File: src/hw/cwg_pkg.sv
// Package for the complementary wave generator: register map, fields, resets, types
package cwg_pkg;

  // Register byte offsets
  localparam logic [11:0] CWG_CTRL0_OFS = 12'h000;
  localparam logic [11:0] CWG_INSEL_OFS = 12'h004;
  localparam logic [11:0] CWG_SHDN_OFS = 12'h008;
  localparam logic [11:0] CWG_DBR_OFS = 12'h00C;
  localparam logic [11:0] CWG_DBF_OFS = 12'h010;
  localparam logic [11:0] CWG_STAT_OFS = 12'h014;

  // Control register zero fields
  localparam int CWG_EN_BIT = 7;
  localparam int CWG_OEB_BIT = 6;
  localparam int CWG_OEA_BIT = 5;
  localparam int CWG_POLB_BIT = 4;
  localparam int CWG_POLA_BIT = 3;
  localparam int CWG_CS_BIT = 0;

  // Shutdown control fields
  localparam int CWG_ASE_BIT = 7;
  localparam int CWG_ARSEN_BIT = 6;
  localparam int CWG_LVLB_BIT = 5;
  localparam int CWG_LVLA_BIT = 4;
  localparam int CWG_SRC1_BIT = 1;
  localparam int CWG_SRC0_BIT = 0;

  // Reset values
  localparam logic [7:0] CWG_CTRL0_RST = 8'h00;
  localparam logic [2:0] CWG_INSEL_RST = 3'h0;
  localparam logic [7:0] CWG_SHDN_RST = 8'h00;
  localparam logic [5:0] CWG_DB_RST = 6'h00;

  // Dead-band counter width and oscillator rate
  localparam int CWG_DB_W = 6;
  localparam int CWG_HFOSC_MHZ = 16;

  // Input source encodings
  typedef enum logic [2:0] {
    CWG_IN_CMP1 = 3'h0,
    CWG_IN_CMP2 = 3'h1,
    CWG_IN_PWM_CHANNEL_1 = 3'h2,
    CWG_IN_PWM_CHANNEL_2 = 3'h3,
    CWG_IN_PWM_CHANNEL_3 = 3'h4,
    CWG_IN_PWM_CHANNEL_4 = 3'h5,
    CWG_IN_NCO = 3'h6,
    CWG_IN_LC1 = 3'h7
  } cwg_insel_t;

  // Dead-band phase; Gray along idle -> rising wait -> a on -> falling wait
  typedef enum logic [2:0] {
    CWG_ST_OFF = 3'b000,
    CWG_ST_RWAIT = 3'b001,
    CWG_ST_AON = 3'b011,
    CWG_ST_FWAIT = 3'b010,
    CWG_ST_BON = 3'b110
  } cwg_state_t;

  // Raw signal sources arriving at the block
  typedef struct packed {
    logic comparator1_async_out;
    logic comparator2_async_out;
    logic pwm_channel_1;
    logic pwm_channel_2;
    logic pwm_channel_3;
    logic pwm_channel_4;
    logic nco_output;
    logic logic_cell1_output;
    logic logic_cell2_output;
    logic fault_pin_input;
  } cwg_src_t;

  // Pin drive for both outputs
  typedef struct packed {
    logic output_a;
    logic output_a_oe;
    logic output_b;
    logic output_b_oe;
  } cwg_pins_t;

endpackage : cwg_pkg

File: src/hw/cwg_top.sv
// Complementary wave generator with dead band, auto-shutdown and AHB-Lite registers
// Behaviour
// - Clock-select bit picks system clock or 16 MHz internal oscillator for dead band.
// - Two complementary outputs from one input chosen by a three-bit select field.
// - Just after module enable is set both outputs start cleared.
// - Per-output enable; clear leaves pin undriven, set drives override or waveform.
// - While module enable is clear, enables and drive levels have no pin effect.
// - Per-output polarity bit; set is active high, clear is active low.
// - Polarity never alters override levels during shutdown.
// - Two independent 6-bit dead-band registers, for rising and falling edges, sharing one counter.
// - Dead band counts dead-band clock periods from zero up to the register value.
// - Rising edge turns output_b off at once; output_a on after rising count.
// - Falling edge turns output_a off at once; output_b on after falling count.
// - Each dead-band register sets 0 to 63 dead-band clock counts.
// - Dead-band value zero gives no delay; opposite output turns on with the edge.
// - Input returning before count ends keeps the waiting output off for that pulse.
// - Asynchronous input may make dead time vary by one dead-band clock period.
// - Software setting shutdown-active enters shutdown and drives override levels.
// - Without auto-restart, shutdown lasts while the shutdown-active bit stays set.
// - With auto-restart, shutdown-active self-clears; output resumes at next rising edge.
// - Any selected active shutdown input forces override levels at once.
// - Two select bits enable shutdown sources: comparators, logic cell, fault pin.
// - Shutdown inputs are level sensitive; active level holds shutdown.
// - Block runs on while its clock and input run; oscillator request held while enabled, oscillator selected and input high.
// - In shutdown each output equals its override-level bit, uninverted.
// - After shutdown-active clears, overrides stay until first rising input edge.
// - Software clear of shutdown-active takes effect only if selected inputs low.
module cwg_top (
  input wire logic hclk, // System clock, 250 MHz
  input wire logic hresetn, // Asynchronous reset, active low
  input wire logic hsel, // AHB slave select
  input wire logic [31:0] haddr, // AHB address
  input wire logic [1:0] htrans, // AHB transfer type
  input wire logic hwrite, // AHB write
  input wire logic [2:0] hsize, // AHB size
  input wire logic [31:0] hwdata, // AHB write data
  input wire logic hready, // AHB bus ready
  output logic [31:0] hrdata, // AHB read data
  output logic hreadyout, // AHB slave ready
  output logic hresp, // AHB response, always OKAY
  input wire logic hfosc_tick, // Internal oscillator enable pulse, one hclk wide
  input wire cwg_pkg::cwg_src_t src_in, // Raw input and shutdown sources
  output cwg_pkg::cwg_pins_t pins, // Output pin levels and enables
  output logic hfosc_keep_on // Ask the oscillator to stay on in sleep
);

  // Bus address phase capture
  logic wr_pend_q;
  logic [11:0] wr_addr_q;

  // Software-visible control registers
  logic [7:0] ctrl0_q;
  logic [2:0] insel_q;
  logic [7:0] shdn_q;
  logic [5:0] dbr_q;
  logic [5:0] dbf_q;

  // Three-stage synchronisers and the levels they settle on
  logic [2:0] sync1_q;
  logic [2:0] sync2_q;
  logic [2:0] sync3_q;
  logic in_level_q;
  logic fault_q;

  // Dead-band sequencer state
  logic in_prev_q;
  logic [5:0] cnt_q;
  logic armed_q;
  logic en_prev_q;
  cwg_pkg::cwg_state_t st_q;

  // Edge and tick strobes
  logic db_tick;
  logic in_raw;
  logic rise_ev;
  logic fall_ev;

  // Shutdown decode
  logic flt_raw;
  logic sw_ase_wr;
  logic sw_ase_val;
  logic shdn_on;

  // Waveform and pin drive
  logic wave_a;
  logic wave_b;
  logic drv_a;
  logic drv_b;
  logic enable;

  // Input source decode, used for the waveform input
  function automatic logic pick_input(input logic [2:0] sel, input cwg_pkg::cwg_src_t s);
    case (sel)
      cwg_pkg::CWG_IN_CMP1: pick_input = s.comparator1_async_out;
      cwg_pkg::CWG_IN_CMP2: pick_input = s.comparator2_async_out;
      cwg_pkg::CWG_IN_PWM_CHANNEL_1: pick_input = s.pwm_channel_1;
      cwg_pkg::CWG_IN_PWM_CHANNEL_2: pick_input = s.pwm_channel_2;
      cwg_pkg::CWG_IN_PWM_CHANNEL_3: pick_input = s.pwm_channel_3;
      cwg_pkg::CWG_IN_PWM_CHANNEL_4: pick_input = s.pwm_channel_4;
      cwg_pkg::CWG_IN_NCO: pick_input = s.nco_output;
      default: pick_input = s.logic_cell1_output;
    endcase
  endfunction : pick_input

  // AHB-Lite slave: zero wait states, always OKAY
  assign hreadyout = 1'b1;
  assign hresp = 1'b0;

  // Writes land in the data phase, when hwdata stands
  always_ff @(posedge hclk or negedge hresetn) begin
    if (!hresetn) begin
      wr_pend_q <= 1'b0;
      wr_addr_q <= 12'h000;
    end else if (hready) begin
      wr_pend_q <= hsel && htrans[1] && hwrite;
      wr_addr_q <= haddr[11:0];
    end
  end

  // Read data registered at address phase; unmapped addresses read zero
  always_ff @(posedge hclk or negedge hresetn) begin
    if (!hresetn) begin
      hrdata <= 32'h0000_0000;
    end else if (hready && hsel && htrans[1] && !hwrite) begin
      case (haddr[11:0])
        cwg_pkg::CWG_CTRL0_OFS: hrdata <= {24'h000000, ctrl0_q};
        cwg_pkg::CWG_INSEL_OFS: hrdata <= {29'h00000000, insel_q};
        cwg_pkg::CWG_SHDN_OFS: hrdata <= {24'h000000, shdn_q};
        cwg_pkg::CWG_DBR_OFS: hrdata <= {26'h0000000, dbr_q};
        cwg_pkg::CWG_DBF_OFS: hrdata <= {26'h0000000, dbf_q};
        cwg_pkg::CWG_STAT_OFS: hrdata <= {24'h000000, pins, fault_q, in_level_q, st_q == cwg_pkg::CWG_ST_OFF ? 1'b0 : 1'b1, shdn_on};
        default: hrdata <= 32'h0000_0000;
      endcase
    end
  end

  // Plain register writes
  always_ff @(posedge hclk or negedge hresetn) begin
    if (!hresetn) begin
      ctrl0_q <= cwg_pkg::CWG_CTRL0_RST;
      insel_q <= cwg_pkg::CWG_INSEL_RST;
      dbr_q <= cwg_pkg::CWG_DB_RST;
      dbf_q <= cwg_pkg::CWG_DB_RST;
    end else if (wr_pend_q) begin
      case (wr_addr_q)
        cwg_pkg::CWG_CTRL0_OFS: ctrl0_q <= {hwdata[7:3], 2'b00, hwdata[0]};
        cwg_pkg::CWG_INSEL_OFS: insel_q <= hwdata[2:0];
        cwg_pkg::CWG_DBR_OFS: dbr_q <= hwdata[5:0];
        cwg_pkg::CWG_DBF_OFS: dbf_q <= hwdata[5:0];
        default: ;
      endcase
    end
  end

  assign enable = ctrl0_q[cwg_pkg::CWG_EN_BIT];
  assign sw_ase_wr = wr_pend_q && (wr_addr_q == cwg_pkg::CWG_SHDN_OFS);
  assign sw_ase_val = hwdata[cwg_pkg::CWG_ASE_BIT];

  // Synchronise waveform input, shutdown sources, in three stages
  assign in_raw = pick_input(insel_q, src_in);
  assign flt_raw = (shdn_q[cwg_pkg::CWG_SRC0_BIT] &&
                    (src_in.comparator1_async_out || src_in.comparator2_async_out))
                || (shdn_q[cwg_pkg::CWG_SRC1_BIT] &&
                    (src_in.logic_cell2_output || src_in.fault_pin_input));

  always_ff @(posedge hclk or negedge hresetn) begin
    if (!hresetn) begin
      sync1_q <= 3'h0;
      sync2_q <= 3'h0;
      sync3_q <= 3'h0;
    end else begin
      sync1_q <= {flt_raw, in_raw, 1'b0};
      sync2_q <= sync1_q;
      sync3_q <= sync2_q;
    end
  end

  // A change counts once stages two and three agree; the sampling costs at most one tick
  always_ff @(posedge hclk or negedge hresetn) begin
    if (!hresetn) begin
      in_level_q <= 1'b0;
      fault_q <= 1'b0;
    end else begin
      if (sync2_q[1] == sync3_q[1]) in_level_q <= sync3_q[1];
      if (sync2_q[2] == sync3_q[2]) fault_q <= sync3_q[2];
    end
  end

  // Dead-band clock: every hclk or the oscillator tick
  assign db_tick = ctrl0_q[cwg_pkg::CWG_CS_BIT] ? hfosc_tick : 1'b1;
  assign hfosc_keep_on = enable && ctrl0_q[cwg_pkg::CWG_CS_BIT] && in_level_q;

  // Edges of the synchronised input, seen on the dead-band clock
  always_ff @(posedge hclk or negedge hresetn) begin
    if (!hresetn) begin
      in_prev_q <= 1'b0;
      en_prev_q <= 1'b0;
    end else begin
      en_prev_q <= enable;
      if (db_tick) in_prev_q <= in_level_q;
    end
  end
  assign rise_ev = db_tick && in_level_q && !in_prev_q;
  assign fall_ev = db_tick && !in_level_q && in_prev_q;

  // Shutdown-active bit: hardware set wins over any software clear
  always_ff @(posedge hclk or negedge hresetn) begin
    if (!hresetn) begin
      shdn_q <= cwg_pkg::CWG_SHDN_RST;
    end else begin
      if (sw_ase_wr) shdn_q[6:0] <= hwdata[6:0];
      if (fault_q) begin
        shdn_q[cwg_pkg::CWG_ASE_BIT] <= 1'b1;
      end else if (sw_ase_wr && sw_ase_val) begin
        shdn_q[cwg_pkg::CWG_ASE_BIT] <= 1'b1;
      end else if (sw_ase_wr) begin
        shdn_q[cwg_pkg::CWG_ASE_BIT] <= 1'b0;
      end else if (shdn_q[cwg_pkg::CWG_ARSEN_BIT]) begin
        shdn_q[cwg_pkg::CWG_ASE_BIT] <= 1'b0;
      end
    end
  end

  // Overrides persist from shutdown entry until the first rising edge after clear
  always_ff @(posedge hclk or negedge hresetn) begin
    if (!hresetn) begin
      armed_q <= 1'b1;
    end else if (shdn_q[cwg_pkg::CWG_ASE_BIT] || fault_q) begin
      armed_q <= 1'b1;
    end else if (rise_ev) begin
      armed_q <= 1'b0;
    end
  end
  assign shdn_on = shdn_q[cwg_pkg::CWG_ASE_BIT] || fault_q || armed_q;

  // Dead-band sequencer; one counter shared by both edge phases, reset on every edge
  always_ff @(posedge hclk or negedge hresetn) begin
    if (!hresetn) begin
      st_q <= cwg_pkg::CWG_ST_OFF;
      cnt_q <= 6'h00;
    end else if (!enable || (enable && !en_prev_q)) begin
      st_q <= cwg_pkg::CWG_ST_OFF;
      cnt_q <= 6'h00;
    end else if (rise_ev) begin
      cnt_q <= 6'h00;
      st_q <= (dbr_q == 6'h00) ? cwg_pkg::CWG_ST_AON : cwg_pkg::CWG_ST_RWAIT;
    end else if (fall_ev) begin
      cnt_q <= 6'h00;
      st_q <= (dbf_q == 6'h00) ? cwg_pkg::CWG_ST_BON : cwg_pkg::CWG_ST_FWAIT;
    end else if (db_tick) begin
      case (st_q)
        cwg_pkg::CWG_ST_RWAIT: begin
          cnt_q <= cnt_q + 6'h01;
          if (cnt_q + 6'h01 >= dbr_q) st_q <= cwg_pkg::CWG_ST_AON;
        end
        cwg_pkg::CWG_ST_FWAIT: begin
          cnt_q <= cnt_q + 6'h01;
          if (cnt_q + 6'h01 >= dbf_q) st_q <= cwg_pkg::CWG_ST_BON;
        end
        default: ;
      endcase
    end
  end

  // Active waveform, polarity applied; override bypasses polarity
  assign wave_a = (st_q == cwg_pkg::CWG_ST_AON);
  assign wave_b = (st_q == cwg_pkg::CWG_ST_BON);
  assign drv_a = shdn_on ? shdn_q[cwg_pkg::CWG_LVLA_BIT]
                         : (wave_a ~^ ctrl0_q[cwg_pkg::CWG_POLA_BIT]);
  assign drv_b = shdn_on ? shdn_q[cwg_pkg::CWG_LVLB_BIT]
                         : (wave_b ~^ ctrl0_q[cwg_pkg::CWG_POLB_BIT]);

  // Pin drive registered; nothing reaches the pins without module enable
  always_ff @(posedge hclk or negedge hresetn) begin
    if (!hresetn) begin
      pins <= '0;
    end else begin
      pins.output_a <= enable && drv_a;
      pins.output_b <= enable && drv_b;
      pins.output_a_oe <= enable && ctrl0_q[cwg_pkg::CWG_OEA_BIT];
      pins.output_b_oe <= enable && ctrl0_q[cwg_pkg::CWG_OEB_BIT];
    end
  end

  // Never both waveforms on at once
  a_no_overlap: assert property (@(posedge hclk) disable iff (!hresetn)
    !(wave_a && wave_b)) else $error("both waveforms on");

  // Each edge turns the opposite output off on the next clock
  a_rise_b_off: assert property (@(posedge hclk) disable iff (!hresetn)
    (rise_ev && enable && en_prev_q) |=> !wave_b) else $error("b not off on rise");

  a_fall_a_off: assert property (@(posedge hclk) disable iff (!hresetn)
    (fall_ev && enable && en_prev_q) |=> !wave_a) else $error("a not off on fall");

  // A non-zero dead band keeps the waiting output off past the edge
  a_rise_waits: assert property (@(posedge hclk) disable iff (!hresetn)
    (rise_ev && enable && en_prev_q && dbr_q != 6'h00) |=> !wave_a)
    else $error("a on without rising dead band");

  a_fall_waits: assert property (@(posedge hclk) disable iff (!hresetn)
    (fall_ev && enable && en_prev_q && dbf_q != 6'h00) |=> !wave_b)
    else $error("b on without falling dead band");

  // Zero dead band turns the opposite output on with the edge
  a_zero_db: assert property (@(posedge hclk) disable iff (!hresetn)
    (rise_ev && enable && en_prev_q && dbr_q == 6'h00) |=> wave_a)
    else $error("zero dead band delayed");

  a_zero_dbf: assert property (@(posedge hclk) disable iff (!hresetn)
    (fall_ev && enable && en_prev_q && dbf_q == 6'h00) |=> wave_b)
    else $error("zero falling dead band delayed");

  // Between dead-band ticks the sequencer and its counter stand still
  a_tick_hold: assert property (@(posedge hclk) disable iff (!hresetn)
    (enable && en_prev_q && !db_tick) |=> $stable(st_q) && $stable(cnt_q))
    else $error("sequencer moved without a tick");

  // Overrides bypass polarity on both pins
  a_override_a: assert property (@(posedge hclk) disable iff (!hresetn)
    (enable && shdn_on) |=> pins.output_a == $past(shdn_q[cwg_pkg::CWG_LVLA_BIT]))
    else $error("override a wrong");

  a_override_b: assert property (@(posedge hclk) disable iff (!hresetn)
    (enable && shdn_on) |=> pins.output_b == $past(shdn_q[cwg_pkg::CWG_LVLB_BIT]))
    else $error("override b wrong");

  // Polarity set passes the waveform, polarity clear inverts it
  a_pol_high: assert property (@(posedge hclk) disable iff (!hresetn)
    (enable && !shdn_on && ctrl0_q[cwg_pkg::CWG_POLA_BIT])
      |=> pins.output_a == $past(wave_a)) else $error("active-high a wrong");

  a_pol_low: assert property (@(posedge hclk) disable iff (!hresetn)
    (enable && !shdn_on && !ctrl0_q[cwg_pkg::CWG_POLB_BIT])
      |=> pins.output_b != $past(wave_b)) else $error("active-low b wrong");

  // A selected fault sets shutdown-active on the next clock
  a_fault_sets: assert property (@(posedge hclk) disable iff (!hresetn)
    fault_q |=> shdn_q[cwg_pkg::CWG_ASE_BIT]) else $error("fault did not set shutdown");

  // Software set, blocked clear and automatic clear of shutdown-active
  a_sw_sets: assert property (@(posedge hclk) disable iff (!hresetn)
    (sw_ase_wr && sw_ase_val) |=> shdn_q[cwg_pkg::CWG_ASE_BIT])
    else $error("software set of shutdown lost");

  a_clear_blocked: assert property (@(posedge hclk) disable iff (!hresetn)
    (sw_ase_wr && fault_q) |=> shdn_q[cwg_pkg::CWG_ASE_BIT])
    else $error("shutdown cleared under fault");

  a_auto_clears: assert property (@(posedge hclk) disable iff (!hresetn)
    (shdn_q[cwg_pkg::CWG_ARSEN_BIT] && !fault_q && !sw_ase_wr)
      |=> !shdn_q[cwg_pkg::CWG_ASE_BIT]) else $error("auto-restart did not clear");

  // Nothing reaches the pins while the module is off
  a_disabled_quiet: assert property (@(posedge hclk) disable iff (!hresetn)
    !enable |=> !pins.output_a_oe && !pins.output_b_oe && !pins.output_a && !pins.output_b)
    else $error("pins driven while disabled");

  // Enabling starts from both outputs cleared
  a_enable_cleared: assert property (@(posedge hclk) disable iff (!hresetn)
    $rose(enable) |-> st_q == cwg_pkg::CWG_ST_OFF ##1 st_q == cwg_pkg::CWG_ST_OFF)
    else $error("outputs not cleared on enable");

  // Without auto-restart only software ends a shutdown
  a_hold_nors: assert property (@(posedge hclk) disable iff (!hresetn)
    (shdn_q[cwg_pkg::CWG_ASE_BIT] && !shdn_q[cwg_pkg::CWG_ARSEN_BIT] && !sw_ase_wr)
      |=> shdn_q[cwg_pkg::CWG_ASE_BIT]) else $error("shutdown dropped");

  // Overrides outlast shutdown-active until a rising edge, then let go
  a_armed_holds: assert property (@(posedge hclk) disable iff (!hresetn)
    (armed_q && !rise_ev) |=> armed_q) else $error("overrides dropped early");

  a_armed_drops: assert property (@(posedge hclk) disable iff (!hresetn)
    (rise_ev && !shdn_q[cwg_pkg::CWG_ASE_BIT] && !fault_q) |=> !armed_q)
    else $error("overrides kept after rising edge");

endmodule : cwg_top

File: config.mk
export PLATFORM = sky130hd
export DESIGN_NAME = cwg_top
export DESIGN_NICKNAME = d
export VERILOG_FILES = /design/src/hw/cwg_pkg.sv /design/src/hw/cwg_top.sv
export SDC_FILE = /design/constraint.sdc
export NUM_CORES = 1
export LEC_CHECK = 0
export ABC_AREA = 0
export BUFFER_PORTS_ARGS = -buffer_cell sky130_fd_sc_hd__buf_2
export CAP_MARGIN = 10
export CORE_ASPECT_RATIO = 1.2
export CORE_UTILIZATION = 35
export CTS_BUF_LIST = sky130_fd_sc_hd__clkbuf_4 sky130_fd_sc_hd__clkbuf_8 sky130_fd_sc_hd__clkbuf_16
export DETAILED_ROUTE_END_ITERATION = 16
export GPL_ROUTABILITY_DRIVEN = 0
export GPL_TIMING_DRIVEN = 1
export HOLD_SLACK_MARGIN = 0.1
export SKIP_LAST_GASP = 1
export SYNTH_ARGS = -nofsm -noshare
export SYNTH_HDL_FRONTEND = slang
export SYNTH_SLANG_ARGS = --single-unit
File: constraint.sdc
create_clock -name hclk -period 6.04 [get_ports hclk]
set_clock_uncertainty 0.05 [all_clocks]
set_input_delay 0.906 -clock hclk [delete_from_list [all_inputs] [get_ports hclk]]
set_output_delay 0.906 -clock hclk [all_outputs]
set_load 0.03 [all_outputs]
== Word-level counts from Yosys, hierarchy flattened ==
Index checks and enable logic that the tools add are counted.

* Bits of input ports: 85
* Word-level logic and storage cells: 126
* Output and inout bits: 39
* Flip-flop bits (word level): 98

* $lt $le $gt $ge: 2
* Bitwise logic cells: 2
* Mux-type cells: 26
* Reduce and logical (&&, ||, !) cells: 49
* Add/sub/neg operators: 1
* Equality and inequality tests: 23

{| class="wikitable"
|+ Operators by type and width
! operator !! count
|-
| 12-bit by 4-bit equality test with 1-bit output, second input constant || 4
|-
| 8-bit one-hot mux with 6 select lines || 1
|-
| 12-bit by 5-bit equality test with 1-bit output, second input constant || 3
|-
| 6-bit 2-to-1 mux || 5
|-
| 12-bit by 3-bit equality test with 1-bit output, second input constant || 2
|-
| 12-bit zero test || 2
|-
| 3-bit 2-to-1 mux || 7
|-
| 1-bit logical AND || 20
|-
| 3-bit by 2-bit equality test with 1-bit output, second input constant || 4
|-
| 3-bit equality test, second input constant || 4
|-
| 6-bit greater-or-equal comparator || 2
|-
| 6-bit zero test || 2
|-
| 4-bit nonzero test || 3
|-
| 1-bit 2-to-1 mux || 10
|-
| 5-bit inequality test, second input constant || 2
|-
| 2-bit AND reduction || 5
|-
| 1-bit one-hot mux with 7 select lines || 1
|-
| 6-bit by 1-bit adder with 6-bit output, second input constant || 1
|-
| 3-bit by 1-bit equality test with 1-bit output, second input constant || 2
|-
| 3-bit zero test || 2
|-
| 1-bit logical OR || 6
|-
| 3-bit one-hot mux with 2 select lines || 1
|-
| 1-bit zero test || 5
|-
| 5-bit nonzero test || 1
|-
| 6 further kinds || 8
|}

== Longest topological paths before layout ==
Gate-level depths: netlist (run 1).

* Depth in word-level cells: 8
* Depth in mapped cells: 9
* Gate-level depth less buffers: 9

== Worst setup path after synthesis (run 1) ==
No wires, ideal clock.

* Path type: input-to-reg
* Start point: input port haddr[7]
* End point: register hrdata[6]
* Library setup time: 0.076 ns
* Buffers on the path: 0
* Cell stages on the path: 5
* Data required time: 5.914 ns
* Arrival: 2.276 ns
* Slack: 3.638 ns
* Path through: or4_4 -> nor4_4 -> nand2b_2 -> or3_1 -> o21ai_1

* Cells in the longest elaborated chain, start to end: 2
* Elaborated cells on any way between the ends: 7
* Those cells by class: eq/ne: 5; mux: 1; reduce/logical: 1

{| class="wikitable"
|+ Ends and longest elaborated chain
! element !! RTL line !! source
|-
| from (decl) || cwg_top.sv:32 || <nowiki>input wire logic [31:0] haddr,</nowiki>
|-
| 12-bit by 5-bit equality test with 1-bit output (tied with other cells) || cwg_top.sv:125 || <nowiki>case (haddr[11:0])</nowiki>
|-
| 8-bit one-hot mux with 6 select lines (*) || cwg_top.sv:125 ||
|-
| to (signal assigned) || cwg_top.sv:126 || <nowiki>cwg_pkg::CWG_CTRL0_OFS: hrdata <= {24'h000000, ctrl0_q};</nowiki>
|-
| to (signal assigned) || cwg_top.sv:127 || <nowiki>cwg_pkg::CWG_INSEL_OFS: hrdata <= {29'h00000000, insel_q};</nowiki>
|-
| to (signal assigned) || cwg_top.sv:128 || <nowiki>cwg_pkg::CWG_SHDN_OFS: hrdata <= {24'h000000, shdn_q};</nowiki>
|-
| to (decl) || cwg_top.sv:38 || <nowiki>output logic [31:0] hrdata,</nowiki>
|}

Mark *: on every way between the ends. The rest lies on a longest branch, timed or not.
A chain may end at the register's enable or synchronous reset.

== Final worst setup path (run 1) ==
* Start point: register cnt_q[0]
* End point: register st_q[1]

* Cells in the longest elaborated chain, start to end: 4
* Elaborated cells on any way between the ends: 6
* Those cells by class: add/sub: 1; order compare: 2; eq/ne: 2; reduce/logical: 1

{| class="wikitable"
|+ Ends and longest elaborated chain
! element !! RTL line !! source
|-
| from (decl) || cwg_top.sv:67 || <nowiki>logic [5:0] cnt_q;</nowiki>
|-
| from (signal assigned) || cwg_top.sv:253 || <nowiki>cnt_q <= cnt_q + 6'h01;</nowiki>
|-
| from (signal assigned) || cwg_top.sv:257 || <nowiki>cnt_q <= cnt_q + 6'h01;</nowiki>
|-
| 6-bit by 1-bit adder with 6-bit output (*) || cwg_top.sv:254, cwg_top.sv:258 ||
|-
| 6-bit greater-or-equal comparator, on equally long branches || cwg_top.sv:258, cwg_top.sv:254 ||
|-
| 5-bit inequality test (no line) || -- ||
|-
| 4-bit AND reduction (no line) (*) || -- ||
|-
| to (signal assigned) || cwg_top.sv:249 || <nowiki>st_q <= (dbf_q == 6'h00) ? cwg_pkg::CWG_ST_BON : cwg_pkg::CWG_ST_FWAIT;</nowiki>
|-
| to (signal assigned) || cwg_top.sv:254 || <nowiki>if (cnt_q + 6'h01 >= dbr_q) st_q <= cwg_pkg::CWG_ST_AON;</nowiki>
|-
| to (signal assigned) || cwg_top.sv:258 || <nowiki>if (cnt_q + 6'h01 >= dbf_q) st_q <= cwg_pkg::CWG_ST_BON;</nowiki>
|-
| to (decl) || cwg_top.sv:70 || <nowiki>cwg_pkg::cwg_state_t st_q;</nowiki>
|}

Marks and branches as above.

==> metrics list, run 1 <==
- The run finished with clean final reports.
- Maximum net fanout on the critical path: 7
- Total number of vias: about 2800
- Mean instance size in the synthesized netlist: about 11 sq um
* Global Route Usage Sum: 0.1518
- CP Capture Type: flop
- Detailed-placement wirelength estimate: between 6 and 7 mm
- For the pin with the worst max-slew slack, the measured transition is 0.9289 ns.
- Drt first pass iters: 4
- The repair_antennas step left the layout with diodes totalling 0.
* Element type at the critical path start: flop
- The share of total power dissipated in combinational logic is 0.105.
- Buffers inserted during clock tree synthesis total 9.
- Cts repair resizes: 0
* Number of buffers added for setup after CTS: 0
- The floorplan has between 40 and 50 rows.
- Synthesis handed over a netlist of about 350 instances.
- Floorplan core area: 0.01104 sq mm
- Final worst path period need: around 2.4 ns
- The share of total power dissipated in the clock network is 0.448.
- Die Height: between 100 and 150 um
* Setup crit start: cnt_q[0]
* Leakage power summed over all cells: roughly 0.0022 uW
- Fraction of power spent switching nets: 0.2572
* Number of instances in the placed design: ~520
- Layout Nets: 493
- In this run the remaining antenna-violating nets after routing total 0.
* Number of buffers added on ports: slightly below 50
- Mapped cell area: between 0.003 and 0.004 sq mm
- During I/O placement, the number of pins put on the boundary was 124.
- Most used cells in the layout excluding fill and tap cells: sky130_fd_sc_hd__dfrtp_1 (73), sky130_fd_sc_hd__buf_2 (49), sky130_fd_sc_hd__mux2_2 (44)
- Entering global routing, the biggest net connects 75 pins.
- Die extent in x: around 99 um
* Most common cell after layout, fill and taps aside: sky130_fd_sc_hd__dfrtp_1
- Area share of the largest cell type after synthesis: 0.4588
- STA puts the critical path data arrival time at ~2.6 ns.
- The worst hold path belongs to the class reg -> reg.
* Synthesis warning total: 0
- For this run, the leading register cell type out of synthesis is sky130_fd_sc_hd__dfrtp_1.
- The startpoint identified for the worst register-to-register timing path is cnt_q[0].
- Total negative setup slack: 0 ns
* Worst-skew pair later-pin latency: around 0.33 ns
- In this run, post-CTS hold repair placed 0 buffers.
* Seq pwr share: 0.447
* Global-route congestion overflow total: 0
- In this run the power density over the cells is 264.8 mW/mm^2.
* Headroom to the max-slew limit: 0.3750
- The initial antenna violation count came to 0.
- Max-capacitance violation count: 0
- CTS tree: yes
- After detailed routing, the number of remaining DRC violations is 0.
* Crit Path Class: reg -> reg
* Die footprint: between 0.01 and 0.015 sq mm
- Starting utilization of the core area: 0.3608
- The worst register-to-register path ends at st_q[1].
- VDD IR max: 0.0001428 V
* Clock-pin slew on the worst setup and hold paths: roughly 0.060 ns
* CTS max path bufs: 2
- The largest total area in the synthesized netlist belongs to sky130_fd_sc_hd__dfrtp_1.
- Clock net sink count: 74
* Ys async rst share: 1.000
- Register-to-Register Setup Slack: roughly 3.6 ns
- Counting flops with a built-in enable in the synthesized netlist gives 0.
* H-tree levels: 3
- Once layout is complete, the utilization of the core stands at 0.4115.
* Total count of max-transition violations in the final report: 0
- Cell internal power was estimated by the tool at 893.1 uW.
* Sequential fraction of the synthesis area: 0.4654
* Fraction of final layout cells with drive strength greater than 1: 0.3075
- In this run the worst setup path terminates at st_q[1].
- Max Fclk: about 0.41 GHz
* Per-cell routed wire length: roughly 16 um
- In this run the power spent charging and discharging nets is 309.2 uW.
- Cell Count, Final, Fillers Out: 532
* Setup repair after global routing missed its margin: false
- The first global-routing pass estimated roughly 14 mm of wire.
* Growth of design area from synthesis to finish: 14.05%
- The number of cells on the worst reg-to-reg path is 8.
- Final hold violations: 0
- Final worst path period share: 0.3995
- After synthesis, the netlist uses 56 different library cells.
* Top cells by area in the synthesized netlist: sky130_fd_sc_hd__dfrtp_1 (46%), sky130_fd_sc_hd__mux2_2 (12%), sky130_fd_sc_hd__buf_4 (4.9%)
- In this run the clock root is driven by a sky130_fd_sc_hd__clkbuf_16.
- The final layout contains routed wiring with a total length of 8.446 mm.
- Vias in the first global route: approximately 2700
* Setup-failing EPs final: 0
- Synthesis inferred between 70 and 80 register bits.
- DRC violation total after the first TritonRoute iteration: 94
* Final hold slack: approximately 0.30 ns
- Vias per Instance: around 5.2
- STA puts the critical path data required time at 6.21 ns.
* Number of fill cells in the layout: ~1100
## power groups by stage
stage	logic [uW]	clock network, uW	registers [uW]
finish	126	538	538
floorplan	102	0	539
detailed placement	127	0	547
global placement	124	0	546
global route	139	570	541
CTS	127	547	538
## cells by family (layout without fill, tap and decap cells)
kind of cell,after synthesis,after routing,share of synthesized area
simple gates,77,77,0.1229
flops,74,74,0.4654
compound gates,61,61,0.1028
mux,56,56,0.1640
buf+inv,55,83,0.07951
fa+ha+maj,15,15,0.04588
xor+xnor,8,8,0.01760
other cells,2,26,0.001886
## registers in the layout, summed over array words and instances (netlist names), 2 cells and up
| name | flops |
|---|---|
| wr_addr_q | 12 |
| hrdata | 8 |
| shdn_q | 8 |
| cnt_q | 6 |
| ctrl0_q | 6 |
| dbf_q | 6 |
| dbr_q | 6 |
| pins | 4 |
| insel_q | 3 |
| st_q | 3 |
| sync1_q | 2 |
| sync2_q | 2 |
| sync3_q | 2 |
## synthesized netlist by cell type (all sizes together) (3+ instances only)
cell,count
nand4,4
or3,4
a21oi,10
buf,31
clkbuf,7
mux2i,9
and2,3
inv,17
nand2,18
a22oi,5
nand3,6
ha,13
nor3,4
xor2,3
dfrtp,73
a211o,3
nor4,4
nor3b,4
and3,4
o22ai,4
nor2,6
nor2b,6
o21ai,17
a22o,5
a32o,4
a211oi,3
mux4,3
xnor2,5
mux2,44
## how the worst min path moves through the flow
stage / from / to / slack, ns / cells after the start
global route: sync1_q[2] / sync2_q[2] / 0.31 / 0
detailed placement: sync1_q[1] / sync2_q[1] / 0.28 / 0
floorplan: sync1_q[1] / sync2_q[1] / 0.28 / 0
CTS: sync1_q[2] / sync2_q[2] / 0.30 / 0
global placement: sync1_q[2] / sync2_q[2] / 0.28 / 0
finish: sync1_q[1] / sync2_q[1] / 0.30 / 0
## layout make-up
cell class,instances,area [sq um],area share
Multi-Input combinational cell,243,1902,0.4188
Sequential cell,74,1853,0.4081
Tap cell,132,165.2,0.03637
Clock inverter,6,65.06,0.01433
Inverter,17,63.81,0.01405
Timing Repair Buffer,50,252.7,0.05566
Clock buffer,10,239.0,0.05263
## through the flow
step	instance area [sq um]	total power [uW]	setup slack, ns
detailed placement	4237	673.1	3.345
global placement	4237	669.6	3.398
floorplan	4071	640.7	3.638
global route	4541	1250	3.421
CTS	4541	1212	3.655
finish	4541	1202	3.627
## critical path, stage by stage (launching register included)
cell	delay, ns
sky130_fd_sc_hd__dfrtp_1	0.46
sky130_fd_sc_hd__ha_1	0.28
sky130_fd_sc_hd__xor2_1	0.19
sky130_fd_sc_hd__ha_1	0.32
sky130_fd_sc_hd__nand2_1	0.05
sky130_fd_sc_hd__o21ai_0	0.24
sky130_fd_sc_hd__a21oi_1	0.15
sky130_fd_sc_hd__o21a_1	0.24
sky130_fd_sc_hd__o41ai_1	0.32
## metal layers
layer | track usage | routed length [um] | up-vias
met4 | 0.05882 | 133 | 0
met1 | 0.2036 | 3847 | 1374
met2 | 0.2448 | 4102 | 83
met5 | 0 | 0 | -
li1 | - | - | 1307
met3 | 0.02523 | 363 | 10
(Power assumes the default switching activity.)
==> run 2, diff against run 1 <==
==> constraint.sdc (replaced) <==
create_clock -name hclk -period 2.34 [get_ports hclk]
set_clock_uncertainty 0.05 [all_clocks]
set_input_delay 0.351 -clock hclk [delete_from_list [all_inputs] [get_ports hclk]]
set_output_delay 0.351 -clock hclk [all_outputs]
set_load 0.03 [all_outputs]
==> run 2 against run 1 <==
Setup slack got worse by 3.5 ns. Cell area rose by 2.0%. Power rose to 2.5 times the previous value. Worst hold slack got worse by 0.11 ns. Largest cell class unchanged. Final cell count rose by 2.1%.
==> metrics list, run 2 (synthesis results as in run 1) <==
- Run status: complete, no violations (unchanged).
- The number of maximum-capacitance constraint violations came to 0 (unchanged).
* Net Switching: 787.4 uW (was 309.2 uW)
- Clock-pin slew on the worst setup and hold paths: 0.05 ns (was 0.06 ns)
- Boundary Pins: 124 (unchanged)
- The clock network power share was 0.428 (was 0.448).
- The worst reg2reg path startpoint is cnt_q[4] (was cnt_q[0]).
- The final setup violation count came to 0 (unchanged).
- ANT cells: 0 (unchanged)
- CTS tree: yes (unchanged)
- Endpoint with the worst hold slack: sync1_q[2] (was sync2_q[1])
- Maximum number of pins on one net before global-route repair: 75 (unchanged)
- The die height came to 118.8 um (unchanged).
- The post-place instance area was 0.004324 sq mm (was 0.004237 sq mm).
- The maximum clock insertion buffer count was 2 (unchanged).
- The total wirelength of the detailed-routed design came to 8.486 mm (was 8.446 mm).
- Setup repair after global routing missed its margin: false (unchanged)
* Die footprint: 0.01181 sq mm (unchanged)
- Vias per Instance: 5.155 (was 5.214)
- Leakage power summed over all cells: 0.002227 uW (was 0.002170 uW)
- The cell internal power dissipation came to 2232 uW (was 893.1 uW).
- DRC violation total after the first TritonRoute iteration: 76 (was 94)
* Wire length of the first global-routing pass: 13.81 mm (was 13.80 mm)
- Total negative setup slack: 0 ns (unchanged)
* Setup crit start: cnt_q[4] (was cnt_q[0])
- The startpoint of the tightest hold check path was src_in[1] (was sync1_q[1]).
- Most used cells in the layout excluding fill and tap cells: sky130_fd_sc_hd__dfrtp_1 (73), sky130_fd_sc_hd__buf_2 (49), sky130_fd_sc_hd__mux2_2 (44) (unchanged).
* Fraction of power spent switching nets: 0.2608 (was 0.2572)
- The total clock buffers created by CTS came to 9 (unchanged).
- Standard-cell rows: 42 (unchanged)
* Initial antenna violation count: 0 (unchanged)
* Final worst path period need: 2.210 ns (was 2.413 ns)
- Final hold slack: 0.1882 ns (was 0.2977 ns)
- The sequential fraction of design power came to 0.459 (was 0.447).
* Fraction of final layout cells with drive strength greater than 1: 0.3309 (was 0.3075)
* Per-cell routed wire length: 15.63 um (was 15.88 um)
* Starting utilization of the core area: 0.3608 (unchanged)
* Largest reg by FF count: wr_addr_q (unchanged)
- The via count was 2799 (was 2774).
* Most common cell after layout, fill and taps aside: sky130_fd_sc_hd__dfrtp_1 (unchanged)
- Critical register-to-register path endpoint: st_q[0] (was st_q[1])
- The deepest level of the CTS H-tree is 3 (unchanged).
- Min-delay worst type: in -> reg (was reg -> reg)
- Number of buffers added on ports: 49 (unchanged)
* Largest register FFs: 12 (unchanged)
- The number of cells on the worst hold path was 3 (was 0).
- Vias in the first global route: 2747 (was 2730)
- The logic gate share of total power is 0.114 (was 0.105).
- Growth of design area from synthesis to finish: 16.37% (was 14.05%)
- The floorplan core area came to 0.01104 sq mm (unchanged).
- Biggest regs: wr_addr_q (12), hrdata (8), shdn_q (8) (unchanged)
- Final WS setup: 0.1296 ns (was 3.627 ns)
- Number of buffers added for setup after CTS: 0 (unchanged)
- The number of filler cells placed in the layout is 1032 (was 1077).
* CP Capture Type: flop (unchanged)
- The post-route cell area came to 0.004633 sq mm (was 0.004541 sq mm).
* Least-Margin Pin Slew: 0.5228 ns (was 0.9289 ns)
- The overall track demand over capacity in global routing was 0.1540 (was 0.1518).
- The post-placement setup slack is 0.05882 ns (was 3.345 ns).
- The buffer cell driving the clock tree root is sky130_fd_sc_hd__clkbuf_16 (unchanged).
* Crit Path Class: reg -> reg (unchanged)
* Final hold violations: 0 (unchanged)
- The aggregate global routing overflow came to 0 (unchanged).
* VDD IR max: 0.0003924 V (was 0.0001428 V)
* Clock net sink count: 74 (unchanged)
* Detailed-placement wirelength estimate: 6.286 mm (was 6.266 mm)
- ANT nets after route: 0 (unchanged)
- R2r worst-path depth: 9 (was 8)
- Register-to-Register Setup Slack: 0.13 ns (was 3.63 ns)
* Layout Nets: 504 (was 493)
- Element type at the critical path start: flop (unchanged)
* Die extent in x: 99.36 um (unchanged)
- The maximum fanout encountered on the critical timing path was 3 (was 7).
* Max Fclk: 0.4524 GHz (was 0.4144 GHz)
* Areal power density over the cells: 651.7 mW/mm^2 (was 264.8 mW/mm^2)
- The critical path data arrival time was 2.37 ns (was 2.58 ns).
- The number of design rule violations left after detail routing is 0 (unchanged).
- Headroom to the max-slew limit: 0.6488 (was 0.3750)
- The worst path required time came to 2.50 ns (was 6.21 ns).
- Drt first pass iters: 4 (unchanged)
- The max-slew violation count came to 0 (unchanged).
* Final worst path period share: 0.9446 (was 0.3995)
- The clock insertion delay at the later pin of the skew report was 0.34 ns (was 0.33 ns).
[run 2: power groups by stage]
stage	Clock [uW]	Combinational [uW]	Sequential (uW)
2_1_floorplan	0	263	1390
3_3_place_gp	0	339	1400
3_5_place_dp	0	345	1410
4_1_cts	1330	349	1380
5_1_grt	1400	378	1390
6_report	1290	343	1380
[run 2: layer usage]
layer  track usage  wire length (um)  vias to the layer above  share of wire
li1              -                 -                     1331              -
met1        0.1985              3878                     1390           0.46
met2        0.2461              4223                       71           0.50
met3       0.04225               291                        7          0.034
met4       0.05790                93                        0          0.011
met5             0                 0                        -              0
[run 2: critical path: stages, from the launching register on]
cell	delay, ns
sky130_fd_sc_hd__dfrtp_1	0.41
sky130_fd_sc_hd__and3_1	0.18
sky130_fd_sc_hd__nand3_1	0.12
sky130_fd_sc_hd__xnor2_2	0.23
sky130_fd_sc_hd__ha_1	0.30
sky130_fd_sc_hd__a21oi_1	0.14
sky130_fd_sc_hd__nand4_1	0.10
sky130_fd_sc_hd__a21oi_1	0.24
sky130_fd_sc_hd__o21a_1	0.21
sky130_fd_sc_hd__o211ai_1	0.10
[run 2: area by class of cell]
class / instances / area (sq um) / share of cell area
Tap cell: 132 / 165.2 / 0.03565
Timing Repair Buffer: 61 / 350.3 / 0.07561
Clock buffer: 12 / 254.0 / 0.05482
Multi-Input combinational cell: 243 / 1919 / 0.4143
Sequential cell: 74 / 1853 / 0.3999
Clock inverter: 4 / 27.53 / 0.005941
Inverter: 17 / 63.81 / 0.01377
[run 2: how the worst max path moves through the flow]
stage,to,slack (ns),cells past startpoint
after floorplan,st_q[1],0.31,8
after CTS,st_q[1],0.05,8
after detailed placement,st_q[1],0.06,8
after global placement,st_q[0],0.12,9
final,st_q[0],0.13,9
after global routing,st_q[1],0.02,8
[run 2: per-stage QoR]
stage	total power, uW	std cells	util
after global placement	1743	526	0.3918
after CTS	3061	543	0.4183
after floorplan	1654	372	-
final	3019	543	0.4198
after detailed placement	1751	526	0.3918
after global routing	3168	543	0.4198
[run 2: what timing repair did]
| item | CTS | global route |
|---|---|---|
| resized for setup | 0 | 4 |
| hold buffers | 1 | 0 |
| setup endpoints to repair | 0 | 3 |
| endpoints found under the hold margin | 73 | 0 |
